`src/rtl/spmi_pkg.sv`:
```
// constants and types shared by the serial master core
package spmi_pkg;

    // system clock and serial clock timing
    localparam int CLK_MHZ       = 100;
    localparam int SCK_PERIOD_NS = 125;
    // half serial period, longest time so rounded down, at least one cycle
    localparam int HALF_CYC_I    = (SCK_PERIOD_NS * CLK_MHZ) / 2000;
    localparam int HALF_CYC      = (HALF_CYC_I < 1) ? 1 : HALF_CYC_I;
    localparam logic [3:0] HALF_CNT = 4'(HALF_CYC - 1);

    // frame layout
    localparam logic [5:0] LAST_BIT_WORD = 6'h1f;
    localparam logic [5:0] LAST_BIT_BYTE = 6'h07;
    localparam logic [1:0] FC_ONE_FRAME  = 2'h0;
    localparam logic [2:0] SLN_ONE_UNIT  = 3'h0;

    // interrupt vectors and group bit positions
    localparam logic [7:0] VEC_RX_FULL  = 8'h26;
    localparam logic [7:0] VEC_TX_EMPTY = 8'h27;
    localparam logic [7:0] VEC_GROUP    = 8'h70;
    localparam logic [7:0] VEC_NONE     = 8'h00;
    localparam int GRP_IDLE_BIT = 16;
    localparam int GRP_ERR_BIT  = 17;

    // reset values
    localparam logic        SSL_RESET_LVL = 1'b1;
    localparam logic [31:0] WORD_RESET    = 32'h0;

    typedef struct packed {
        logic       masterMode;
        logic       mosiIdleValueEnable;
        logic       mosiIdleValue;
        logic [1:0] frameCount;
        logic       byteAccessSelect;
        logic       parityEnable;
        logic [2:0] sequenceLength;
        logic       selectLine0Polarity;
        logic       rxFullIrqEnable;
        logic       txEmptyIrqEnable;
        logic       idleIrqEnable;
        logic       errorIrqEnable;
    } spmi_cfg_s;

    typedef struct packed {
        logic rxFullFlag;
        logic txEmptyFlag;
        logic idleFlag;
        logic modeFaultFlag;
        logic overrunFlag;
        logic parityErrorFlag;
        logic underrunFlag;
    } spmi_flag_s;

    typedef enum logic [1:0] {ST_IDLE, ST_LEAD, ST_BIT, ST_LAG} spmi_state_e;

endpackage : spmi_pkg

```
`src/rtl/spmi_core.sv`:
```
// serial master core with interrupt flags and frame format control
`timescale 1ns/1ps
`default_nettype none

// interrupt request flag that stores a request arriving while set
module spmi_irq_latch (
    // clock and reset
    input  wire logic mclk,
    input  wire logic sys_rst,
    input  wire logic clkEn,
    // request and acknowledge
    input  wire logic req,
    input  wire logic ack,
    output logic      irq
);
    logic pendFf;
    logic irqFf;

    assign irq = irqFf;

    always_ff @(posedge mclk) begin
        if (sys_rst) begin
            irqFf  <= 1'b0;
            pendFf <= 1'b0;
        end else if (clkEn) begin
            if (req && irqFf && !ack) begin
                pendFf <= 1'b1;
            end else if (ack && pendFf) begin
                pendFf <= req;
            end
            if (req || (ack && pendFf)) begin
                irqFf <= 1'b1;
            end else if (ack) begin
                irqFf <= 1'b0;
            end
        end
    end

    a_pend_reraise: assert property (@(posedge mclk) disable iff (sys_rst)
        (clkEn && pendFf && ack) ##1 clkEn |-> irqFf)
        else $error("stored request not raised again after clear");
endmodule : spmi_irq_latch

module spmi_core (
    // clock, reset, enable
    input  wire logic               mclk,
    input  wire logic               sys_rst,
    input  wire logic               clkEn,
    // control
    input  wire spmi_pkg::spmi_cfg_s cfg,
    input  wire logic [31:0]        groupIrqEnableReg,
    input  wire logic               enableSet,
    input  wire logic               enableClr,
    // data access
    input  wire logic               txWrite,
    input  wire logic [31:0]        txData,
    input  wire logic               rxRead,
    output logic [31:0]             rxData,
    // status
    input  wire spmi_pkg::spmi_flag_s flagClr,
    output spmi_pkg::spmi_flag_s    flags,
    output logic                    moduleEnable,
    output logic [31:0]             groupIrqStatusReg,
    // interrupt requests
    input  wire logic               rxIrqAck,
    input  wire logic               txIrqAck,
    output logic                    rxFullIrq,
    output logic                    txEmptyIrq,
    output logic                    groupIrq,
    output logic [7:0]              pendingVector,
    // serial link
    output logic                    sckOut,
    output logic                    mosiOut,
    output logic                    slaveSelectLine0,
    input  wire logic               misoIn,
    input  wire logic               sslIn
);
    spmi_pkg::spmi_state_e st;
    spmi_pkg::spmi_flag_s  flagFf;
    logic [31:0] txBufFf, unitBuf, shTx, rxSh, rxUnit, rxBufFf, rxDataFf, grpFf;
    logic [5:0]  bitCnt;
    logic [3:0]  divCnt;
    logic [2:0]  unitCnt;
    logic [1:0]  frameIdx, wrLane, rdLane;
    logic        enFf, txFullFf, txPar, rxPar, sckFf, mosiFf, sslFf;
    logic        misoS1, misoS2, sslS1, sslS2;
    logic        unitDone, perEvt, groupIrqFf;
    logic [7:0]  vecFf;
    logic        rxIrqW, txIrqW;

    assign flags             = flagFf;
    assign moduleEnable      = enFf;
    assign rxData            = rxDataFf;
    assign groupIrqStatusReg = grpFf;
    assign groupIrq          = groupIrqFf;
    assign pendingVector     = vecFf;
    assign sckOut            = sckFf;
    assign mosiOut           = mosiFf;
    assign slaveSelectLine0  = sslFf;

    function automatic logic [31:0] frameWord(input logic [31:0] w, input logic [1:0] i,
                                              input logic byteM);
        logic [31:0] r;
        r = byteM ? {w[{i, 3'b000} +: 8], 24'h0} : w;
        return r;
    endfunction : frameWord

    logic        byteM, halfTick, lastBit, lastFrame, lastUnit, take, modfEvt, errAny;
    logic [5:0]  lastData;
    logic [31:0] tkWord, nxWord;
    assign byteM     = cfg.byteAccessSelect;
    assign lastData  = byteM ? spmi_pkg::LAST_BIT_BYTE : spmi_pkg::LAST_BIT_WORD;
    assign lastBit   = bitCnt == (cfg.parityEnable ? lastData + 6'h1 : lastData);
    assign lastFrame = !byteM || (frameIdx == cfg.frameCount);
    assign lastUnit  = unitCnt == cfg.sequenceLength;
    assign halfTick  = divCnt == spmi_pkg::HALF_CNT;
    assign take      = enFf && txFullFf && halfTick && sckFf == 1'b0 &&
                       (st == spmi_pkg::ST_LEAD || (st == spmi_pkg::ST_LAG && !lastUnit));
    assign tkWord    = frameWord(txBufFf, 2'h0, byteM);
    assign nxWord    = frameWord(unitBuf, frameIdx + 2'h1, byteM);
    // another master pulling our select input active
    assign modfEvt   = enFf && cfg.masterMode && (sslS2 == cfg.selectLine0Polarity);
    assign errAny    = flagFf.modeFaultFlag | flagFf.overrunFlag |
                       flagFf.parityErrorFlag | flagFf.underrunFlag;

    // pin synchronisers
    always_ff @(posedge mclk) begin
        if (sys_rst) begin
            misoS1 <= 1'b0;
            misoS2 <= 1'b0;
            sslS1  <= 1'b1;
            sslS2  <= 1'b1;
        end else if (clkEn) begin
            misoS1 <= misoIn;
            misoS2 <= misoS1;
            sslS1  <= sslIn;
            sslS2  <= sslS1;
        end
    end

    // module enable
    always_ff @(posedge mclk) begin
        if (sys_rst) begin
            enFf <= 1'b0;
        end else if (clkEn) begin
            if (enableClr || modfEvt) begin
                enFf <= 1'b0;
            end else if (enableSet) begin
                enFf <= 1'b1;
            end
        end
    end

    // transmit buffer, word or byte lanes
    always_ff @(posedge mclk) begin
        if (sys_rst) begin
            txBufFf  <= spmi_pkg::WORD_RESET;
            txFullFf <= 1'b0;
            wrLane   <= 2'h0;
        end else if (clkEn) begin
            if (!enFf) begin
                txFullFf <= 1'b0;
                wrLane   <= 2'h0;
            end else if (take) begin
                txFullFf <= 1'b0;
            end else if (txWrite && !txFullFf) begin
                if (byteM) begin
                    txBufFf[{wrLane, 3'b000} +: 8] <= txData[7:0];
                    wrLane <= (wrLane == cfg.frameCount) ? 2'h0 : wrLane + 2'h1;
                    txFullFf <= wrLane == cfg.frameCount;
                end else begin
                    txBufFf  <= txData;
                    txFullFf <= 1'b1;
                end
            end
        end
    end

    a_one_frame_unit: assert property (@(posedge mclk) disable iff (sys_rst)
        (clkEn && enFf && !take && txWrite && !txFullFf && byteM &&
         cfg.frameCount == spmi_pkg::FC_ONE_FRAME) ##1 clkEn |-> txFullFf)
        else $error("single byte write did not fill the unit");

    // serial engine
    always_ff @(posedge mclk) begin
        if (sys_rst) begin
            st       <= spmi_pkg::ST_IDLE;
            sckFf    <= 1'b0;
            mosiFf   <= 1'b0;
            sslFf    <= spmi_pkg::SSL_RESET_LVL;
            divCnt   <= 4'h0;
            bitCnt   <= 6'h0;
            frameIdx <= 2'h0;
            unitCnt  <= 3'h0;
            shTx     <= spmi_pkg::WORD_RESET;
            unitBuf  <= spmi_pkg::WORD_RESET;
            rxSh     <= spmi_pkg::WORD_RESET;
            rxUnit   <= spmi_pkg::WORD_RESET;
            txPar    <= 1'b0;
            rxPar    <= 1'b0;
            unitDone <= 1'b0;
            perEvt   <= 1'b0;
        end else if (clkEn) begin
            unitDone <= 1'b0;
            perEvt   <= 1'b0;
            divCnt   <= (halfTick || st == spmi_pkg::ST_IDLE) ? 4'h0 : divCnt + 4'h1;
            if (take) begin
                unitBuf  <= txBufFf;
                shTx     <= tkWord;
                mosiFf   <= tkWord[31];
                txPar    <= ^tkWord;
                rxPar    <= 1'b0;
                bitCnt   <= 6'h0;
                frameIdx <= 2'h0;
                unitCnt  <= (st == spmi_pkg::ST_LAG) ? unitCnt + 3'h1 : 3'h0;
                st       <= spmi_pkg::ST_BIT;
            end else if (!enFf) begin
                st    <= spmi_pkg::ST_IDLE;
                sckFf <= 1'b0;
                sslFf <= ~cfg.selectLine0Polarity;
            end else begin
                case (st)
                    spmi_pkg::ST_IDLE: begin
                        sslFf <= ~cfg.selectLine0Polarity;
                        if (cfg.mosiIdleValueEnable) begin
                            mosiFf <= cfg.mosiIdleValue;        // else held
                        end
                        if (cfg.masterMode && txFullFf) begin
                            sslFf <= cfg.selectLine0Polarity;
                            st    <= spmi_pkg::ST_LEAD;
                        end
                    end
                    spmi_pkg::ST_LEAD: begin
                        st <= spmi_pkg::ST_LEAD;
                    end
                    spmi_pkg::ST_BIT: begin
                        if (halfTick && !sckFf) begin
                            sckFf <= 1'b1;
                            if (bitCnt > lastData) begin
                                perEvt <= misoS2 != rxPar;
                            end else begin
                                rxSh  <= {rxSh[30:0], misoS2};
                                rxPar <= rxPar ^ misoS2;
                            end
                        end else if (halfTick) begin
                            sckFf <= 1'b0;
                            if (lastBit) begin
                                if (byteM) begin
                                    rxUnit[{frameIdx, 3'b000} +: 8] <= rxSh[7:0];
                                end else begin
                                    rxUnit <= rxSh;
                                end
                                if (lastFrame) begin
                                    unitDone <= 1'b1;
                                    st       <= spmi_pkg::ST_LAG;
                                end else begin
                                    frameIdx <= frameIdx + 2'h1;
                                    shTx     <= nxWord;
                                    mosiFf   <= nxWord[31];
                                    txPar    <= ^nxWord;
                                    rxPar    <= 1'b0;
                                    bitCnt   <= 6'h0;
                                end
                            end else begin
                                bitCnt <= bitCnt + 6'h1;
                                shTx   <= {shTx[30:0], 1'b0};
                                mosiFf <= (bitCnt == lastData) ? txPar : shTx[30];
                            end
                        end
                    end
                    spmi_pkg::ST_LAG: begin
                        if (halfTick) begin
                            sslFf <= ~cfg.selectLine0Polarity;
                            st    <= spmi_pkg::ST_IDLE;
                        end
                    end
                    default: begin
                        st <= spmi_pkg::ST_IDLE;
                    end
                endcase
            end
        end
    end

    a_disable_empties: assert property (@(posedge mclk) disable iff (sys_rst)
        (clkEn && !enFf) ##1 clkEn |-> !txFullFf && st == spmi_pkg::ST_IDLE)
        else $error("disable did not halt engine and empty buffer");
    a_mosi_hold: assert property (@(posedge mclk) disable iff (sys_rst)
        (clkEn && st == spmi_pkg::ST_IDLE && !cfg.mosiIdleValueEnable) ##1 clkEn
        |-> mosiFf == $past(mosiFf))
        else $error("mosi moved while select negated");
    a_ssl_negated: assert property (@(posedge mclk) disable iff (sys_rst)
        (clkEn && st == spmi_pkg::ST_IDLE && !(cfg.masterMode && txFullFf)) ##1 clkEn
        |-> sslFf == ~$past(cfg.selectLine0Polarity))
        else $error("select line not at negated level");
    a_no_parity_bit: assert property (@(posedge mclk) disable iff (sys_rst)
        (clkEn && st == spmi_pkg::ST_BIT && !cfg.parityEnable) |-> bitCnt <= lastData)
        else $error("parity bit sent while parity off");
    a_mode_fault_flag_disables: assert property (@(posedge mclk) disable iff (sys_rst)
        (clkEn && modfEvt) ##1 clkEn |-> !enFf && flagFf.modeFaultFlag)
        else $error("mode fault did not clear enable");

    // status flags, a set always wins over a clear
    always_ff @(posedge mclk) begin
        if (sys_rst) begin
            flagFf   <= '0;
            rxBufFf  <= spmi_pkg::WORD_RESET;
            rxDataFf <= spmi_pkg::WORD_RESET;
            rdLane   <= 2'h0;
        end else if (clkEn) begin
            flagFf.txEmptyFlag <= !txFullFf;
            flagFf.underrunFlag <= 1'b0;                        // master only
            if (unitDone && !flagFf.rxFullFlag) begin
                rxBufFf           <= rxUnit;
                flagFf.rxFullFlag <= 1'b1;
                rdLane            <= 2'h0;
            end else if (rxRead && flagFf.rxFullFlag) begin
                rxDataFf <= byteM ? {24'h0, rxBufFf[{rdLane, 3'b000} +: 8]} : rxBufFf;
                rdLane   <= rdLane + 2'h1;
                if (!byteM || rdLane == cfg.frameCount) begin
                    flagFf.rxFullFlag <= 1'b0;
                end
            end else if (flagClr.rxFullFlag) begin
                flagFf.rxFullFlag <= 1'b0;
            end
            if (unitDone && flagFf.rxFullFlag) begin
                flagFf.overrunFlag <= 1'b1;
            end else if (flagClr.overrunFlag) begin
                flagFf.overrunFlag <= 1'b0;
            end
            if (modfEvt) begin
                flagFf.modeFaultFlag <= 1'b1;
            end else if (flagClr.modeFaultFlag) begin
                flagFf.modeFaultFlag <= 1'b0;
            end
            if (perEvt) begin
                flagFf.parityErrorFlag <= 1'b1;
            end else if (flagClr.parityErrorFlag) begin
                flagFf.parityErrorFlag <= 1'b0;
            end
            // idle stands in for a transmit-end event
            if (enFf && st == spmi_pkg::ST_IDLE && !txFullFf) begin
                flagFf.idleFlag <= 1'b1;
            end else if (flagClr.idleFlag) begin
                flagFf.idleFlag <= 1'b0;
            end
        end
    end

    a_udr_never: assert property (@(posedge mclk) disable iff (sys_rst)
        !flagFf.underrunFlag)
        else $error("underrun flag set in master operation");
    a_idle_cause: assert property (@(posedge mclk) disable iff (sys_rst)
        (clkEn && !flagFf.idleFlag) ##1 (clkEn && flagFf.idleFlag)
        |-> $past(st) == spmi_pkg::ST_IDLE && !$past(txFullFf))
        else $error("idle flag set during transfer");

    // requests for vectors 038 and 039
    spmi_irq_latch u_rxIrq (
        .mclk    (mclk),
        .sys_rst (sys_rst),
        .clkEn   (clkEn),
        .req     (unitDone && !flagFf.rxFullFlag && cfg.rxFullIrqEnable),
        .ack     (rxIrqAck),
        .irq     (rxIrqW)
    );
    spmi_irq_latch u_txIrq (
        .mclk    (mclk),
        .sys_rst (sys_rst),
        .clkEn   (clkEn),
        .req     (take && cfg.txEmptyIrqEnable),
        .ack     (txIrqAck),
        .irq     (txIrqW)
    );
    assign rxFullIrq  = rxIrqW;
    assign txEmptyIrq = txIrqW;

    // grouped idle and error requests, vector 112
    always_ff @(posedge mclk) begin
        if (sys_rst) begin
            grpFf      <= spmi_pkg::WORD_RESET;
            groupIrqFf <= 1'b0;
            vecFf      <= spmi_pkg::VEC_NONE;
        end else if (clkEn) begin
            grpFf[spmi_pkg::GRP_IDLE_BIT] <= flagFf.idleFlag &&
                (grpFf[spmi_pkg::GRP_IDLE_BIT] || (cfg.idleIrqEnable &&
                 groupIrqEnableReg[spmi_pkg::GRP_IDLE_BIT]));
            grpFf[spmi_pkg::GRP_ERR_BIT] <= errAny &&
                (grpFf[spmi_pkg::GRP_ERR_BIT] || (cfg.errorIrqEnable &&
                 groupIrqEnableReg[spmi_pkg::GRP_ERR_BIT]));
            groupIrqFf <= grpFf[spmi_pkg::GRP_IDLE_BIT] || grpFf[spmi_pkg::GRP_ERR_BIT];
            vecFf <= rxIrqW ? spmi_pkg::VEC_RX_FULL :
                     txIrqW ? spmi_pkg::VEC_TX_EMPTY :
                     groupIrqFf ? spmi_pkg::VEC_GROUP : spmi_pkg::VEC_NONE;
        end
    end

    a_idle_gate: assert property (@(posedge mclk) disable iff (sys_rst)
        (clkEn && !cfg.idleIrqEnable && !grpFf[spmi_pkg::GRP_IDLE_BIT]) ##1 clkEn
        |-> !grpFf[spmi_pkg::GRP_IDLE_BIT])
        else $error("idle request raised while disabled");
    a_grp_auto_clr: assert property (@(posedge mclk) disable iff (sys_rst)
        (clkEn && !errAny) ##1 clkEn |-> !grpFf[spmi_pkg::GRP_ERR_BIT])
        else $error("group error bit kept after flags cleared");

endmodule : spmi_core
`default_nettype wire

```
`config.mk`:
```
export PLATFORM = sky130hd
export DESIGN_NAME = spmi_core
export DESIGN_NICKNAME = d
export VERILOG_FILES = /design/src/rtl/spmi_pkg.sv /design/src/rtl/spmi_core.sv
export SDC_FILE = /design/constraint.sdc
export NUM_CORES = 1
export LEC_CHECK = 0
export BUFFER_PORTS_ARGS = -buffer_cell sky130_fd_sc_hd__buf_2
export CAP_MARGIN = 25
export CORE_MARGIN = 1
export CORE_UTILIZATION = 40
export CTS_CLUSTER_DIAMETER = 50
export DETAILED_ROUTE_END_ITERATION = 6
export GPL_TIMING_DRIVEN = 0
export SYNTH_ARGS = -nofsm -noshare
export SYNTH_HDL_FRONTEND = slang
export SYNTH_HIERARCHICAL = 1
export SYNTH_SLANG_ARGS = --single-unit
```
`constraint.sdc`:
```
create_clock -name mclk -period 3.8 [get_ports mclk]
set_input_delay 0.57 -clock mclk [delete_from_list [all_inputs] [get_ports mclk]]
set_output_delay 0.57 -clock mclk [all_outputs]
set_load 0.005 [all_outputs]
```
==> reports/results.ini <==
[synth]
ys.flop_type=dfxtp_1
yosysMostFrequentCell=nand2_1
synth.area.top_cells=dfxtp_1 42%, nand2_1 8.0%, a21oi_1 7.8%
seq_area_frac_synth_pct=41.6
synth_xor_area_share_pct=5.19
synth-adder-area-share_pct=1.52
syn_avg_cell_area_um2=7.93
synth_top_area_share_pct=41.6
syn_area_um2=13200
synth_commonest_cells=282 x nand2_1, 274 x dfxtp_1, 211 x nor2_1, 207 x a21oi_1, 88 x clkbuf_1
ys_ff_latch=274
synthSimpleGateAreaFrac_pct=20.8
synth_cell_types=68
async_flop_share_pct=0
yosys_warnings=6
synthMuxAreaShare_pct=2.52
synth_compound_area_share_pct=22.0
synth_top_family_by_area=compound AO/OA/AOI/OAI gates
synth_edf_count=0
yosysTopAreaCell=dfxtp_1
synthCells=1664

[worst_hold_path]
hp-class=in2reg
holdPathStages=2
hold_end=moduleEnable
hold_start=enableClr

[floorplanning]
ios=183
dieHeight_um=184
die_area_um2=33700
core_region_area_um2=32500
die_w_um=184
start_util_pct=40.6
num_rows=66

[timing]
hold_viol_final=0
holdWs_ns=0.252
period_share_pct=95.4
drv_slew=0
setup_viol=0
rsz0062_at_grt=no
max_freq_mhz=276
period_needed_ns=3.62
maxSlewHeadroom_pct=35.4
max_slew.worst_pin.slew_ns=0.961
clock_skew_ns=0.0172

[placed_design]
dpl.cell_count=2257
numPortBuffers=117
gp_congestion=0.927
dp_hpwl_mm=32.9

[detailed_routing]
drt_iter0_drc=1083
wl_mm=43.8
drt_drc_violations_left=0
ant_nets=0
avgViaCountPerCell=5.43
wire_per_inst_um=18.9
dr_total_vias=12600
dr.pass1.iters=7

[finish]
drive_gt1_share_pct=13.3
instances_no_fill=2315
diodes=0
fin_nets=1964
area_growth_pct=18.1

[grt]
grt_pass1_vias=11600
grt_max_degree=15
antenna_found_initial=0
grt_pass1_wl_mm=67.1
grt-ovfl-total=0
grt_usage_pct=25.8

[status]
status=finished, final reports clean

[clock_network]
postCtsSetupRepairBufs=0
cts_tree=built
htree_levels=2
cts_buffers=35
cts_root_buf=clkbuf_16
clk_latency_ns=0.53
cts.clk_slew.worst_paths_ns=0.05
clock_path_buffers=3
clock-sinks=274

[setup_path]
r2r-end=txPar
critPathKind=in2reg
timing.rr.start=frameIdx[0]
cp_max_fo=14
end_kind=flop
cp.required_ns=4.23
ff2ff_path_depth=12
r2r_slack_ns=0.64
cp-start-kind=primary input
cp.arrival_ns=4.06

[power]
p_switching_mw=1.53
power.leakage_nw=5.44
power_frac_clock_pct=49.8
p_int_mw=4.99
power.share.combinational_pct=5.6
p_total_mw=6.52
p_per_area_nw_per_um2=418
p_seq_share_pct=44.6
worst_ir_drop_vdd_mv=0.288
p_sw_share_pct=23.4

[flow_run]
maxCapViolCount=0

metrics by stage:
step | util, % | setup slack, ns | setup TNS [ns] | area [um2]
after floorplan | - | 0.704 | 0 | 13300
after global placement | 44.4 | -0.974 | -47.20 | 14500
after CTS | 47.9 | 0.0406 | 0 | 15600
final | 47.9 | 0.176 | 0 | 15600
after global routing | 47.9 | 0.0273 | 0 | 15600
after detailed placement | 44.5 | -1.00 | -48.46 | 14500
how the worst max path moves through the flow:
stage | startpoint | to | cells past startpoint
after global placement | cfg[9] | shTx[24] | 13
after CTS | cfg[9] | shTx[30] | 12
after global routing | cfg[9] | shTx[29] | 12
after detailed placement | cfg[9] | shTx[29] | 13
final | cfg[9] | shTx[30] | 12
after floorplan | cfg[9] | rxUnit[10] | 13
kinds of logic (layout without fill, tap and decap cells):
family	count (synthesis)	in the layout
compound gates	466	466
xor+xnor	75	75
mux	33	33
simple gates	625	625
flops	274	274
buf+inv	174	351
fa+ha+maj	16	16
other cells	1	33
state kept, by name (all words and copies together), names as in the netlist, 6 cells and up:
register  cells
rxSh         32
unitBuf      32
shTx         31
rxUnit       32
rxBufFf      32
rxData       32
bitCnt        6
flags         6
txBufFf      32
cells in the final DEF (no fill, tap or decap), types with 4 or more instances in the layout:
master,Yosys,final
a211oi_1,60,60
a21oi_1,207,207
a22o_1,9,9
a22oi_1,79,79
a31oi_1,6,6
and3_1,7,7
buf_1,7,7
buf_2,15,133
buf_4,38,39
buf_6,4,4
clkbuf_1,88,95
clkbuf_16,0,36
clkbuf_8,0,5
conb_1,1,33
dfxtp_1,274,274
ha_1,16,16
inv_1,22,21
mux2i_1,31,31
nand2_1,282,282
nand2b_1,9,9
nand3_1,31,31
nand3b_1,4,4
nand4_1,8,8
nor2_1,211,211
nor2b_1,7,7
nor3_1,11,11
nor3b_1,25,25
o211ai_1,23,23
o21ai_0,46,46
o21ai_1,10,10
or2_2,4,4
xnor2_1,62,62
xor2_1,11,11
per-layer routing:
layer / vias up / part of all wire (%) / GRT usage [%]
li1: 6103 / - / -
met1: 5916 / 47 / 36.0
met2: 465 / 44 / 40.1
met3: 78 / 6.5 / 3.57
met4: 0 / 3.0 / 9.50
met5: - / 0 / 0
critical path, stage by stage:
cell and delay [ns]:
buf_2 0.16, buf_6 0.18, clkinvlp_4 0.38, clkbuf_1 0.38
ha_1 0.37, xor2_1 0.17, o2111ai_2 0.29, o21ai_1 0.21
a21oi_2 0.55, buf_2 0.40, o211ai_1 0.20, a21oi_1 0.17
power by group through the flow:
stage / sequential [mW] / clock [mW] / combinational, mW
floorplan: 2.96 / 0 / 0.212
global placement: 2.97 / 0 / 0.357
detailed placement: 2.97 / 0 / 0.360
CTS: 2.91 / 3.29 / 0.361
global route: 2.91 / 3.43 / 0.393
finish: 2.91 / 3.25 / 0.365
layout make-up:
cell class / count / area [um2]
fill: 3239 / 16900
multi-input combinational: 1248 / 6990
inverter: 22 / 86.3
timing repair buffer: 119 / 598
tap: 442 / 553
clock buffer: 50 / 1000
buffer: 151 / 759
sequential: 274 / 5490
clock inverter: 9 / 119
repair_timing:
| item | in CTS | in global routing |
|---|---|---|
| hold buffers | 0 | 0 |
| resized for setup | 1 | 1 |
| setup endpoints to repair | 60 | 50 |
| endpoints found under the hold margin | 0 | 0 |
No activity file was read; power rests on OpenSTA's default activity.
